==> src/logic/process_alarm_pkg.sv <==
// Constants and types for the three-channel process alarm unit.
// Assumes one 200 MHz clock and a synchronous active-high reset.
`default_nettype none

package process_alarm_pkg;

   // ---------------------------------------------------------------
   // Widths and counts
   // ---------------------------------------------------------------
   localparam int VAL_W     = 16;
   localparam int NUM_CH    = 3;
   localparam int SMOOTH_W  = 6;   // Smoothing time in 0.1 s steps
   localparam int MARGIN_W  = 7;   // Clear margin in 0.1 % of span steps

   // ---------------------------------------------------------------
   // Time base
   // ---------------------------------------------------------------
   localparam longint CLK_HZ       = 200_000_000;
   localparam longint TICK_TIME_MS = 100;
   localparam longint TICK_CYCLES  = (CLK_HZ * TICK_TIME_MS) / 1000;

   // ---------------------------------------------------------------
   // Ranges
   // ---------------------------------------------------------------
   localparam logic [SMOOTH_W-1:0] SMOOTH_MAX     = 6'h32;  // 5.0 s
   localparam logic [SMOOTH_W-1:0] SMOOTH_DEFAULT = 6'h04;  // 0.4 s
   localparam logic [MARGIN_W-1:0] MARGIN_MIN     = 7'h01;  // 0.1 %
   localparam logic [MARGIN_W-1:0] MARGIN_MAX     = 7'h64;  // 10.0 %
   localparam logic [MARGIN_W-1:0] MARGIN_DEFAULT = 7'h0A;  // 1.0 %
   localparam int                  PERMILLE       = 1000;
   localparam int                  LIMIT_PCT      = 110;

   // ---------------------------------------------------------------
   // Register map (word addresses)
   // ---------------------------------------------------------------
   localparam logic [7:0] ADDR_FULL_SCALE = 8'h00;
   localparam logic [7:0] ADDR_SETPOINT   = 8'h01;
   localparam logic [7:0] ADDR_STATUS     = 8'h02;
   localparam logic [7:0] ADDR_CH_BASE    = 8'h10;
   localparam logic [7:0] ADDR_CH_STRIDE  = 8'h04;
   localparam logic [1:0] OFS_CONFIG      = 2'h0;
   localparam logic [1:0] OFS_THRESHOLD   = 2'h1;
   localparam logic [1:0] OFS_REARM       = 2'h2;
   localparam logic [1:0] OFS_FILTERED    = 2'h3;

   localparam logic [VAL_W-1:0] FULL_SCALE_RESET = 16'h2710;

   // ---------------------------------------------------------------
   // Modes
   // ---------------------------------------------------------------
   typedef enum logic [1:0] {
      SRC_OFF, SRC_PROCESS, SRC_BAND, SRC_DEVIATION
   } alarm_source_select_e;

   typedef enum logic [1:0] {
      KIND_HIGH, KIND_LOW, KIND_INHIBITED_LOW
   } alarm_kind_select_e;

   typedef enum logic {
      CLEAR_AUTO, CLEAR_LATCHED
   } alarm_clear_policy_e;

   typedef enum logic {
      ENERGIZED_WHEN_HEALTHY, ENERGIZED_WHEN_ALARMED
   } relay_polarity_mode_e;

   typedef struct packed {
      alarm_source_select_e  alarm_source_select;
      alarm_kind_select_e    alarm_kind_select;
      logic [SMOOTH_W-1:0]   alarm_smoothing_time;
      logic [MARGIN_W-1:0]   alarm_clear_margin;
      alarm_clear_policy_e   alarm_clear_policy;
      relay_polarity_mode_e  relay_polarity_mode;
   } alarm_cfg_s;   // 19 bits

   localparam alarm_cfg_s CFG_RESET = '{
      alarm_source_select:  SRC_PROCESS,
      alarm_kind_select:    KIND_HIGH,
      alarm_smoothing_time: SMOOTH_DEFAULT,
      alarm_clear_margin:   MARGIN_DEFAULT,
      alarm_clear_policy:   CLEAR_AUTO,
      relay_polarity_mode:  ENERGIZED_WHEN_HEALTHY
   };

   localparam logic [VAL_W-1:0] THRESHOLD_RESET = 16'h0000;

endpackage

`default_nettype wire

==> src/logic/alarm_smoother.sv <==
// Moving-average style smoothing of the process value for one channel.
// Assumes a 100 ms tick from the parent, same clock.
`timescale 1ns/1ps
`default_nettype none

module alarm_smoother #(
   parameter int VAL_W    = 16,
   parameter int SMOOTH_W = 6
) (
   input  wire logic                i_mclk,
   input  wire logic                i_srst,
   input  wire logic                i_tick,
   input  wire logic [SMOOTH_W-1:0] i_time,
   input  wire logic [VAL_W-1:0]    i_value,
   output logic      [VAL_W-1:0]    o_value
);

   // First-order filter: y += (x - y) / 2^k, k chosen from time setting.
   // Cheaper than a true boxcar; settles in roughly the selected time.
   logic [VAL_W+7:0] acc;
   logic [3:0]       shift;
   logic [VAL_W+7:0] x_ext;
   logic [VAL_W+7:0] step;

   always_comb begin
      shift = 4'h0;
      for (int k = 1; k < 7; k++) begin
         if (int'(i_time) >= (1 << (k - 1)))
            shift = 4'(k);
      end
   end

   assign x_ext = {i_value, 8'h00};
   assign step  = (x_ext >= acc) ? ((x_ext - acc) >> shift) : ((acc - x_ext) >> shift);

   always_ff @(posedge i_mclk) begin
      if (i_srst) begin
         acc <= '0;
      end else if (i_time == '0) begin
         acc <= x_ext;
      end else if (i_tick) begin
         acc <= (x_ext >= acc) ? acc + step : acc - step;
      end
   end

   always_ff @(posedge i_mclk) begin
      if (i_srst)
         o_value <= '0;
      else
         o_value <= acc[VAL_W+7:8];
   end

endmodule // alarm_smoother

`default_nettype wire

==> src/logic/process_alarm_unit.sv <==
// Three-channel process alarm unit with relay coil drives.
// Assumes a synchronous process value and a pin-level operator reset.
`timescale 1ns/1ps
`default_nettype none

module process_alarm_unit #(
   parameter int VAL_W  = process_alarm_pkg::VAL_W,
   parameter int NUM_CH = process_alarm_pkg::NUM_CH
) (
   input  wire logic              i_mclk,
   input  wire logic              i_srst,
   input  wire logic [VAL_W-1:0]  i_process_value,
   input  wire logic              i_operator_reset,
   input  wire logic [7:0]        i_addr,
   input  wire logic [31:0]       i_wdata,
   input  wire logic              i_wr,
   input  wire logic              i_rd,
   output logic      [31:0]       o_rdata,
   output logic      [NUM_CH-1:0] o_alarm,
   output logic      [NUM_CH-1:0] o_relay_coil
);

   // ---------------------------------------------------------------
   // Functions
   // ---------------------------------------------------------------
   // Channel index of a per-channel address, NUM_CH when none
   function automatic int ch_of(input logic [7:0] a);
      int r;
      r = NUM_CH;
      for (int c = 0; c < NUM_CH; c++) begin
         if (a[7:2] == 6'((process_alarm_pkg::ADDR_CH_BASE
                           + 8'(c) * process_alarm_pkg::ADDR_CH_STRIDE) >> 2))
            r = c;
      end
      return r;
   endfunction

   function automatic logic [VAL_W-1:0] clamp_threshold(input logic [VAL_W-1:0] v,
                                                        input logic [VAL_W-1:0] lim);
      return (v > lim) ? lim : v;
   endfunction

   // Startup mask kind, shared by the rearm gate and the alarm gate
   function automatic logic is_inhibited(input process_alarm_pkg::alarm_cfg_s k);
      return k.alarm_kind_select == process_alarm_pkg::KIND_INHIBITED_LOW;
   endfunction

   // ---------------------------------------------------------------
   // Operator reset synchroniser and edge
   // ---------------------------------------------------------------
   logic rst_meta;
   logic rst_sync;
   logic rst_prev;
   logic operator_reset_pulse;

   always_ff @(posedge i_mclk) begin
      if (i_srst) begin
         rst_meta <= 1'b0;
         rst_sync <= 1'b0;
         rst_prev <= 1'b0;
      end else begin
         rst_meta <= i_operator_reset;
         rst_sync <= rst_meta;
         rst_prev <= rst_sync;
      end
   end

   // Edge, not level: a held pin clears a latched alarm only once
   assign operator_reset_pulse = rst_sync & ~rst_prev;

   // ---------------------------------------------------------------
   // Filter tick
   // ---------------------------------------------------------------
   localparam int TICK_W = $clog2(process_alarm_pkg::TICK_CYCLES);
   logic [TICK_W-1:0] tick_cnt;
   logic              tick;

   assign tick = (tick_cnt == TICK_W'(process_alarm_pkg::TICK_CYCLES - 1));

   always_ff @(posedge i_mclk) begin
      if (i_srst || tick)
         tick_cnt <= '0;
      else
         tick_cnt <= tick_cnt + 1'b1;
   end

   // ---------------------------------------------------------------
   // Global registers
   // ---------------------------------------------------------------
   logic [VAL_W-1:0] full_scale;
   // Setpoint is the centre for band and deviation channels
   logic [VAL_W-1:0] setpoint;
   logic [VAL_W-1:0] threshold_limit;
   logic [VAL_W+7:0] limit_wide;

   assign limit_wide      = (24'(full_scale) * 24'(process_alarm_pkg::LIMIT_PCT)) / 24'd100;
   assign threshold_limit = (limit_wide > 24'(16'hFFFF)) ? 16'hFFFF : limit_wide[VAL_W-1:0];

   always_ff @(posedge i_mclk) begin
      if (i_srst) begin
         full_scale <= process_alarm_pkg::FULL_SCALE_RESET;
         setpoint   <= '0;
      end else if (i_wr && i_addr == process_alarm_pkg::ADDR_FULL_SCALE) begin
         full_scale <= i_wdata[VAL_W-1:0];
      end else if (i_wr && i_addr == process_alarm_pkg::ADDR_SETPOINT) begin
         setpoint <= i_wdata[VAL_W-1:0];
      end
   end

   // ---------------------------------------------------------------
   // Per-channel logic
   // ---------------------------------------------------------------
   process_alarm_pkg::alarm_cfg_s cfg       [NUM_CH];
   logic [VAL_W-1:0]              threshold [NUM_CH];
   logic [VAL_W-1:0]              filtered  [NUM_CH];
   logic [NUM_CH-1:0]             suppressed;
   logic [NUM_CH-1:0]             cond_state;
   int                            wr_ch;

   assign wr_ch = ch_of(i_addr);

   for (genvar c = 0; c < NUM_CH; c++) begin : g_ch
      logic [VAL_W+7:0] margin_wide;
      logic [VAL_W-1:0] margin;
      logic [VAL_W:0]   value;
      logic [VAL_W:0]   thr;
      logic [VAL_W:0]   lo_edge;
      logic [VAL_W:0]   hi_edge;
      logic [VAL_W:0]   half;
      logic [VAL_W:0]   off_sp;
      logic             is_off;
      logic             trip;
      logic             release_ok;
      logic             rise_seen;
      logic             cfg_wr;
      logic             chan_wr;
      logic             thr_wr;
      logic             arm_wr;
      process_alarm_pkg::alarm_cfg_s w_cfg;

      assign chan_wr = i_wr && (wr_ch == c);
      assign cfg_wr  = chan_wr && (i_addr[1:0] == process_alarm_pkg::OFS_CONFIG);
      assign thr_wr  = chan_wr && (i_addr[1:0] == process_alarm_pkg::OFS_THRESHOLD);
      assign arm_wr  = chan_wr && (i_addr[1:0] == process_alarm_pkg::OFS_REARM) && i_wdata[0];
      assign w_cfg   = process_alarm_pkg::alarm_cfg_s'(i_wdata[18:0]);

      // ---------------------------------------------------------------
      // Channel registers
      // ---------------------------------------------------------------
      // Configuration, each channel its own copy
      always_ff @(posedge i_mclk) begin
         if (i_srst) begin
            cfg[c] <= process_alarm_pkg::CFG_RESET;
         end else if (cfg_wr) begin
            cfg[c] <= w_cfg;
            if (w_cfg.alarm_smoothing_time > process_alarm_pkg::SMOOTH_MAX)
               cfg[c].alarm_smoothing_time <= process_alarm_pkg::SMOOTH_MAX;
            if (w_cfg.alarm_clear_margin < process_alarm_pkg::MARGIN_MIN)
               cfg[c].alarm_clear_margin <= process_alarm_pkg::MARGIN_MIN;
            else if (w_cfg.alarm_clear_margin > process_alarm_pkg::MARGIN_MAX)
               cfg[c].alarm_clear_margin <= process_alarm_pkg::MARGIN_MAX;
            if (w_cfg.alarm_kind_select == 2'h3)
               cfg[c].alarm_kind_select <= process_alarm_pkg::KIND_HIGH;
         end
      end

      // Limit applies at write time; a later full-scale change does not re-clamp
      always_ff @(posedge i_mclk) begin
         if (i_srst)
            threshold[c] <= process_alarm_pkg::THRESHOLD_RESET;
         else if (thr_wr)
            threshold[c] <= clamp_threshold(i_wdata[VAL_W-1:0], threshold_limit);
      end

      alarm_smoother #(
         .VAL_W    (VAL_W),
         .SMOOTH_W (process_alarm_pkg::SMOOTH_W)
      ) u_smooth (
         .i_mclk   (i_mclk),
         .i_srst   (i_srst),
         .i_tick   (tick),
         .i_time   (cfg[c].alarm_smoothing_time),
         .i_value  (i_process_value),
         .o_value  (filtered[c])
      );

      // ---------------------------------------------------------------
      // Compare and hysteresis
      // ---------------------------------------------------------------
      // Margin in engineering units: span * permille / 1000
      assign margin_wide = (24'(full_scale) * 24'(cfg[c].alarm_clear_margin))
                           / 24'(process_alarm_pkg::PERMILLE);
      assign margin      = margin_wide[VAL_W-1:0];
      assign is_off      = (cfg[c].alarm_source_select == process_alarm_pkg::SRC_OFF);
      assign half        = {2'b00, threshold[c][VAL_W-1:1]};
      assign off_sp      = (filtered[c] >= setpoint) ? 17'(filtered[c] - setpoint)
                                                    : 17'(setpoint - filtered[c]);

      // Band and deviation compare an offset from setpoint, high style
      always_comb begin
         value = {1'b0, filtered[c]};
         thr   = {1'b0, threshold[c]};
         case (cfg[c].alarm_source_select)
            process_alarm_pkg::SRC_BAND: begin
               value = off_sp;
               thr   = half;
            end
            process_alarm_pkg::SRC_DEVIATION: begin
               value = off_sp;
               thr   = {1'b0, threshold[c]};
            end
            default: begin
               value = {1'b0, filtered[c]};
               thr   = {1'b0, threshold[c]};
            end
         endcase
         lo_edge = (thr > 17'(margin)) ? thr - 17'(margin) : '0;
         hi_edge = thr + 17'(margin);
      end

      // Offset modes always trip on the high side
      always_comb begin
         trip       = 1'b0;
         release_ok = 1'b0;
         if (cfg[c].alarm_source_select != process_alarm_pkg::SRC_PROCESS ||
             cfg[c].alarm_kind_select == process_alarm_pkg::KIND_HIGH) begin
            trip       = value > thr;
            release_ok = value < lo_edge;
         end else begin
            trip       = value < thr;
            release_ok = value > hi_edge;
         end
      end

      assign rise_seen = {1'b0, filtered[c]} > {1'b0, threshold[c]};

      // ---------------------------------------------------------------
      // Mask, alarm and coil
      // ---------------------------------------------------------------
      // Startup mask: held for inhibited low until the first rise
      always_ff @(posedge i_mclk) begin
         if (i_srst) begin
            suppressed[c] <= 1'b1;
         end else if (arm_wr && is_inhibited(cfg[c])) begin
            suppressed[c] <= 1'b1;
         end else if (rise_seen) begin
            suppressed[c] <= 1'b0;
         end
      end

      // Condition with hysteresis
      always_ff @(posedge i_mclk) begin
         if (i_srst || is_off)
            cond_state[c] <= 1'b0;
         else if (trip)
            cond_state[c] <= 1'b1;
         else if (release_ok)
            cond_state[c] <= 1'b0;
      end

      // Alarm output with clear policy; a new trip beats the reset
      always_ff @(posedge i_mclk) begin
         if (i_srst || is_off) begin
            o_alarm[c] <= 1'b0;
         end else if (is_inhibited(cfg[c]) && suppressed[c] &&
                      cfg[c].alarm_source_select == process_alarm_pkg::SRC_PROCESS) begin
            o_alarm[c] <= 1'b0;
         end else if (cond_state[c]) begin
            o_alarm[c] <= 1'b1;
         end else if (cfg[c].alarm_clear_policy == process_alarm_pkg::CLEAR_AUTO) begin
            o_alarm[c] <= 1'b0;
         end else if (operator_reset_pulse) begin
            o_alarm[c] <= 1'b0;
         end
      end

      // Coil drive follows alarm and polarity one cycle later
      always_ff @(posedge i_mclk) begin
         if (i_srst)
            o_relay_coil[c] <= 1'b0;
         else if (cfg[c].relay_polarity_mode == process_alarm_pkg::ENERGIZED_WHEN_HEALTHY)
            o_relay_coil[c] <= ~o_alarm[c];
         else
            o_relay_coil[c] <= o_alarm[c];
      end
   end

   // ---------------------------------------------------------------
   // Read port
   // ---------------------------------------------------------------
   // Unmapped addresses and idle cycles read as zero
   int rd_ch;
   assign rd_ch = ch_of(i_addr);

   always_ff @(posedge i_mclk) begin
      if (i_srst) begin
         o_rdata <= 32'h0000_0000;
      end else if (i_rd) begin
         o_rdata <= 32'h0000_0000;
         if (i_addr == process_alarm_pkg::ADDR_FULL_SCALE)
            o_rdata <= {16'h0000, full_scale};
         else if (i_addr == process_alarm_pkg::ADDR_SETPOINT)
            o_rdata <= {16'h0000, setpoint};
         else if (i_addr == process_alarm_pkg::ADDR_STATUS)
            o_rdata <= {20'h00000, 1'b0, suppressed, 1'b0, cond_state, 1'b0, o_alarm};
         else if (rd_ch < NUM_CH) begin
            case (i_addr[1:0])
               process_alarm_pkg::OFS_CONFIG:    o_rdata <= {13'h0000, cfg[rd_ch]};
               process_alarm_pkg::OFS_THRESHOLD: o_rdata <= {16'h0000, threshold[rd_ch]};
               process_alarm_pkg::OFS_REARM:     o_rdata <= {31'h0, suppressed[rd_ch]};
               default:                          o_rdata <= {16'h0000, filtered[rd_ch]};
            endcase
         end
      end else begin
         o_rdata <= 32'h0000_0000;
      end
   end

endmodule // process_alarm_unit

`default_nettype wire

==> config.mk <==
export PLATFORM = sky130hd
export DESIGN_NAME = process_alarm_unit
export DESIGN_NICKNAME = d
export VERILOG_FILES = /design/src/logic/process_alarm_pkg.sv /design/src/logic/alarm_smoother.sv /design/src/logic/process_alarm_unit.sv
export SDC_FILE = /design/constraint.sdc
export NUM_CORES = 2
export LEC_CHECK = 0
export ABC_AREA = 0
export BUFFER_PORTS_ARGS = -buffer_cell sky130_fd_sc_hd__buf_4
export CAP_MARGIN = 20
export CORE_MARGIN = 1.5
export CORE_UTILIZATION = 50
export DETAILED_ROUTE_END_ITERATION = 16
export MAX_ROUTING_LAYER = met4
export PLACE_DENSITY = 0.75
export SLEW_MARGIN = 20
export SYNTH_ARGS = -nofsm -noshare
export SYNTH_HDL_FRONTEND = slang
export SYNTH_SLANG_ARGS = --single-unit
==> constraint.sdc <==
create_clock -name i_mclk -period 52 [get_ports i_mclk]
set_input_delay 5.2 -clock i_mclk [delete_from_list [all_inputs] [get_ports i_mclk]]
set_output_delay 5.2 -clock i_mclk [all_outputs]
set_load 0.005 [all_outputs]
==> metrics <==
nets=10200; die width=371 µm; Distinct cells, synth=140; Setup crit start kind=register; status=finished, final reports clean; Crit Path Category=register to register; Total Neg Setup Slack=0 ns; Hold/Removal Path Class=register to register; Mapped Area=67700 µm²; Slew HR=19.0%; remaining global-route overflow=0; Post-DP HPWL=183000 µm; vias in the first global route=63800; post-route ant nets=0; DR iter-0 viols=7048; Num CTS Buffers=36; Synth Register Bits=316; commonest non-fill, non-tap cell in the layout=nand2_1; gp weighted congestion=1.05; die span in y=371 µm; most frequent cells in the layout=1107 x nand2_1, 911 x nor2_1, 787 x inv_1; Top FF cell, synth=dfxtp_1; core area=134000 µm²; R2R Path Start=full_scale[13]; CTS max path bufs=3; drt drc=0; Detailed Route WL=229000 µm; RSZ-0062 raised after global routing=false; Starting Density=50.6%; measured slew at the worst slew-check pin=1.20 ns; Worst Hold Slack=0.437 ns; hold_sp=rst_meta; Slew Limit Fails=0; fillers=13100; DR vias=68500; WP data arrival=29.03 ns; CTS tree=built; worst reg2reg path depth=80; Worst-Skew Late Latency=0.58 ns; most used cell, CP=nand2_1; async set-reset flop share out of synthesis=0%; I/O pins=99; root buffer cell=clkbuf_16; Worst EP required=52.27 ns; maximum clock frequency=34.8 MHz; Crit Path Max Fanout=25; # H-tree levels=2; CTS sink count=316; Worst path slowest cell=dfxtp_1; # setup viols final=0; Avg Vias per Cell=6.28; largest net degree at the start of global routing=75; drt pass-1 iters=8; kind of end point of the critical path=register; first-pass GRT wire length=356000 µm; count of final hold-check violations=0; Die ar.=138000 µm²; final critical-path share of the clock period=55.3%; fin crit period=28.76 ns; Hold-fix buffers, CTS=0; GRT Total Usage=33.1%; initial antenna violation count=16; share of cells above drive strength 1=5.01%; Post-CTS Setup Inserts=0; Worst-path clk slew=0.07 ns; Row Count=134; max_cap viols=0; crit-path max cell delay=0.87 ns; clk_skew=0.0271 ns; I/O Buffers=72; sequential share of the synthesized area=10.9%; synthesized instance count=9318; reg2reg end=threshold[2][6]; hold path endpoint=rst_sync; cts repair resizes=0; Worst R2R Setup Slack=23.24 ns; Syn Area/Cell=7.26 µm²; wire per inst=21.0 µm; hold path cells=1; Syn. warnings=0; area delta synth->final=4.54%; number of enable flip-flop cells after synthesis=105
-- synthesized netlist by cell type (58+ instances only) --
cell,n,area (µm²)
nor2b_1,82,513
and3_1,68,425
nor3_1,185,926
xor2_1,137,1200
nand2b_1,81,507
a311oi_1,76,666
nor2_1,912,3420
fa_1,264,5290
xnor2_1,454,3980
nor4_1,72,450
nand3_1,182,911
nand4_1,108,676
inv_1,787,2950
a21o_1,289,2170
o31ai_1,60,450
o21ai_0,433,2170
o21a_1,58,435
nand2_1,1107,4160
a21oi_1,750,3750
dfxtp_1,211,4220
clkbuf_1,336,1260
a211oi_1,76,571
o211ai_1,76,571
or3_1,71,444
edfxtp_1,105,3150
and2_1,163,1020
ha_1,727,9100
a31oi_1,85,532
mux2i_1,234,2340
o21bai_1,183,1370
-- metal layers --
metal  vias up  global-route usage, %  routed length, µm
li1      32600                      -                  -
met3       391                   5.21              21000
met5         -                      -                  0
met4         0                   9.86               7730
met1     32700                   44.9             101000
met2      2801                   50.6              99800
-- critical path, delay by kind of cell (launching register included) --
family                     cells  cell delay [ns]
AOI/OAI and AO/OA             39            14.91
and+or+nand+nor               25             7.21
adders and majority gates      5             2.11
muxes                          4             1.67
buffers and inverters          6             1.42
DFF                            1             0.87
xor gates and xnor gates       1             0.17
-- cell type report --
class	instances	area, µm²	area share, %
flip-flops and latches	316	7380	10.4
repair buffers	163	1220	1.73
diodes	15	37.5	0.0531
clock inverters	10	108	0.152
well taps	1768	2210	3.13
clock buffers	54	1120	1.59
multi-input cells	7794	55700	78.7
inverters	793	2980	4.21
-- logic make-up after synthesis --
kind of cell	after synthesis	share of synthesized area, %
XOR/XNOR	597	7.80
adder cells (fa/ha/maj)	1004	21.4
flip-flops	316	10.9
AND/OR/NAND/NOR	3240	22.4
multiplexers	278	4.21
other	1	0.00554
buffers and inverters	1220	6.96
AO/OA/AOI/OAI	2662	26.3
-- worst max path at each step --
| stage | from | to | slack, ns |
|---|---|---|---|
| after floorplan | cfg[0][8] | cond_state[0] | 29.64 |
| after global placement | full_scale[13] | threshold[2][6] | 24.31 |
| after detailed placement | full_scale[13] | threshold[2][6] | 24.21 |
| after CTS | full_scale[13] | threshold[2][6] | 24.12 |
| after global routing | full_scale[13] | threshold[2][6] | 21.52 |
| final | full_scale[13] | threshold[2][6] | 23.24 |
-- flip-flops by register name (all words and copies together) (netlist names), 3 cells and up --
register,count
tick_cnt,25
setpoint,16
o_rdata,19
o_alarm,3
full_scale,16
cfg,57
suppressed,3
g_ch.u_smooth.acc,72
cond_state,3
threshold,48
o_relay_coil,3
g_ch.u_smooth.o_value,48
-- stage by stage --
stage	utilization, %	setup WS, ns	cells	cell area [µm²]
finish	52.9	23.24	10900	70700
global route	52.9	21.52	10900	70700
CTS	52.8	24.12	10900	70700
detailed placement	51.9	24.21	10800	69500
global placement	51.9	24.31	10800	69500
floorplan	-	29.64	9330	67700
Power is left out: the tool's default activity adds up to more than one toggle a clock period on the data nets, which glitch-free logic cannot reach.
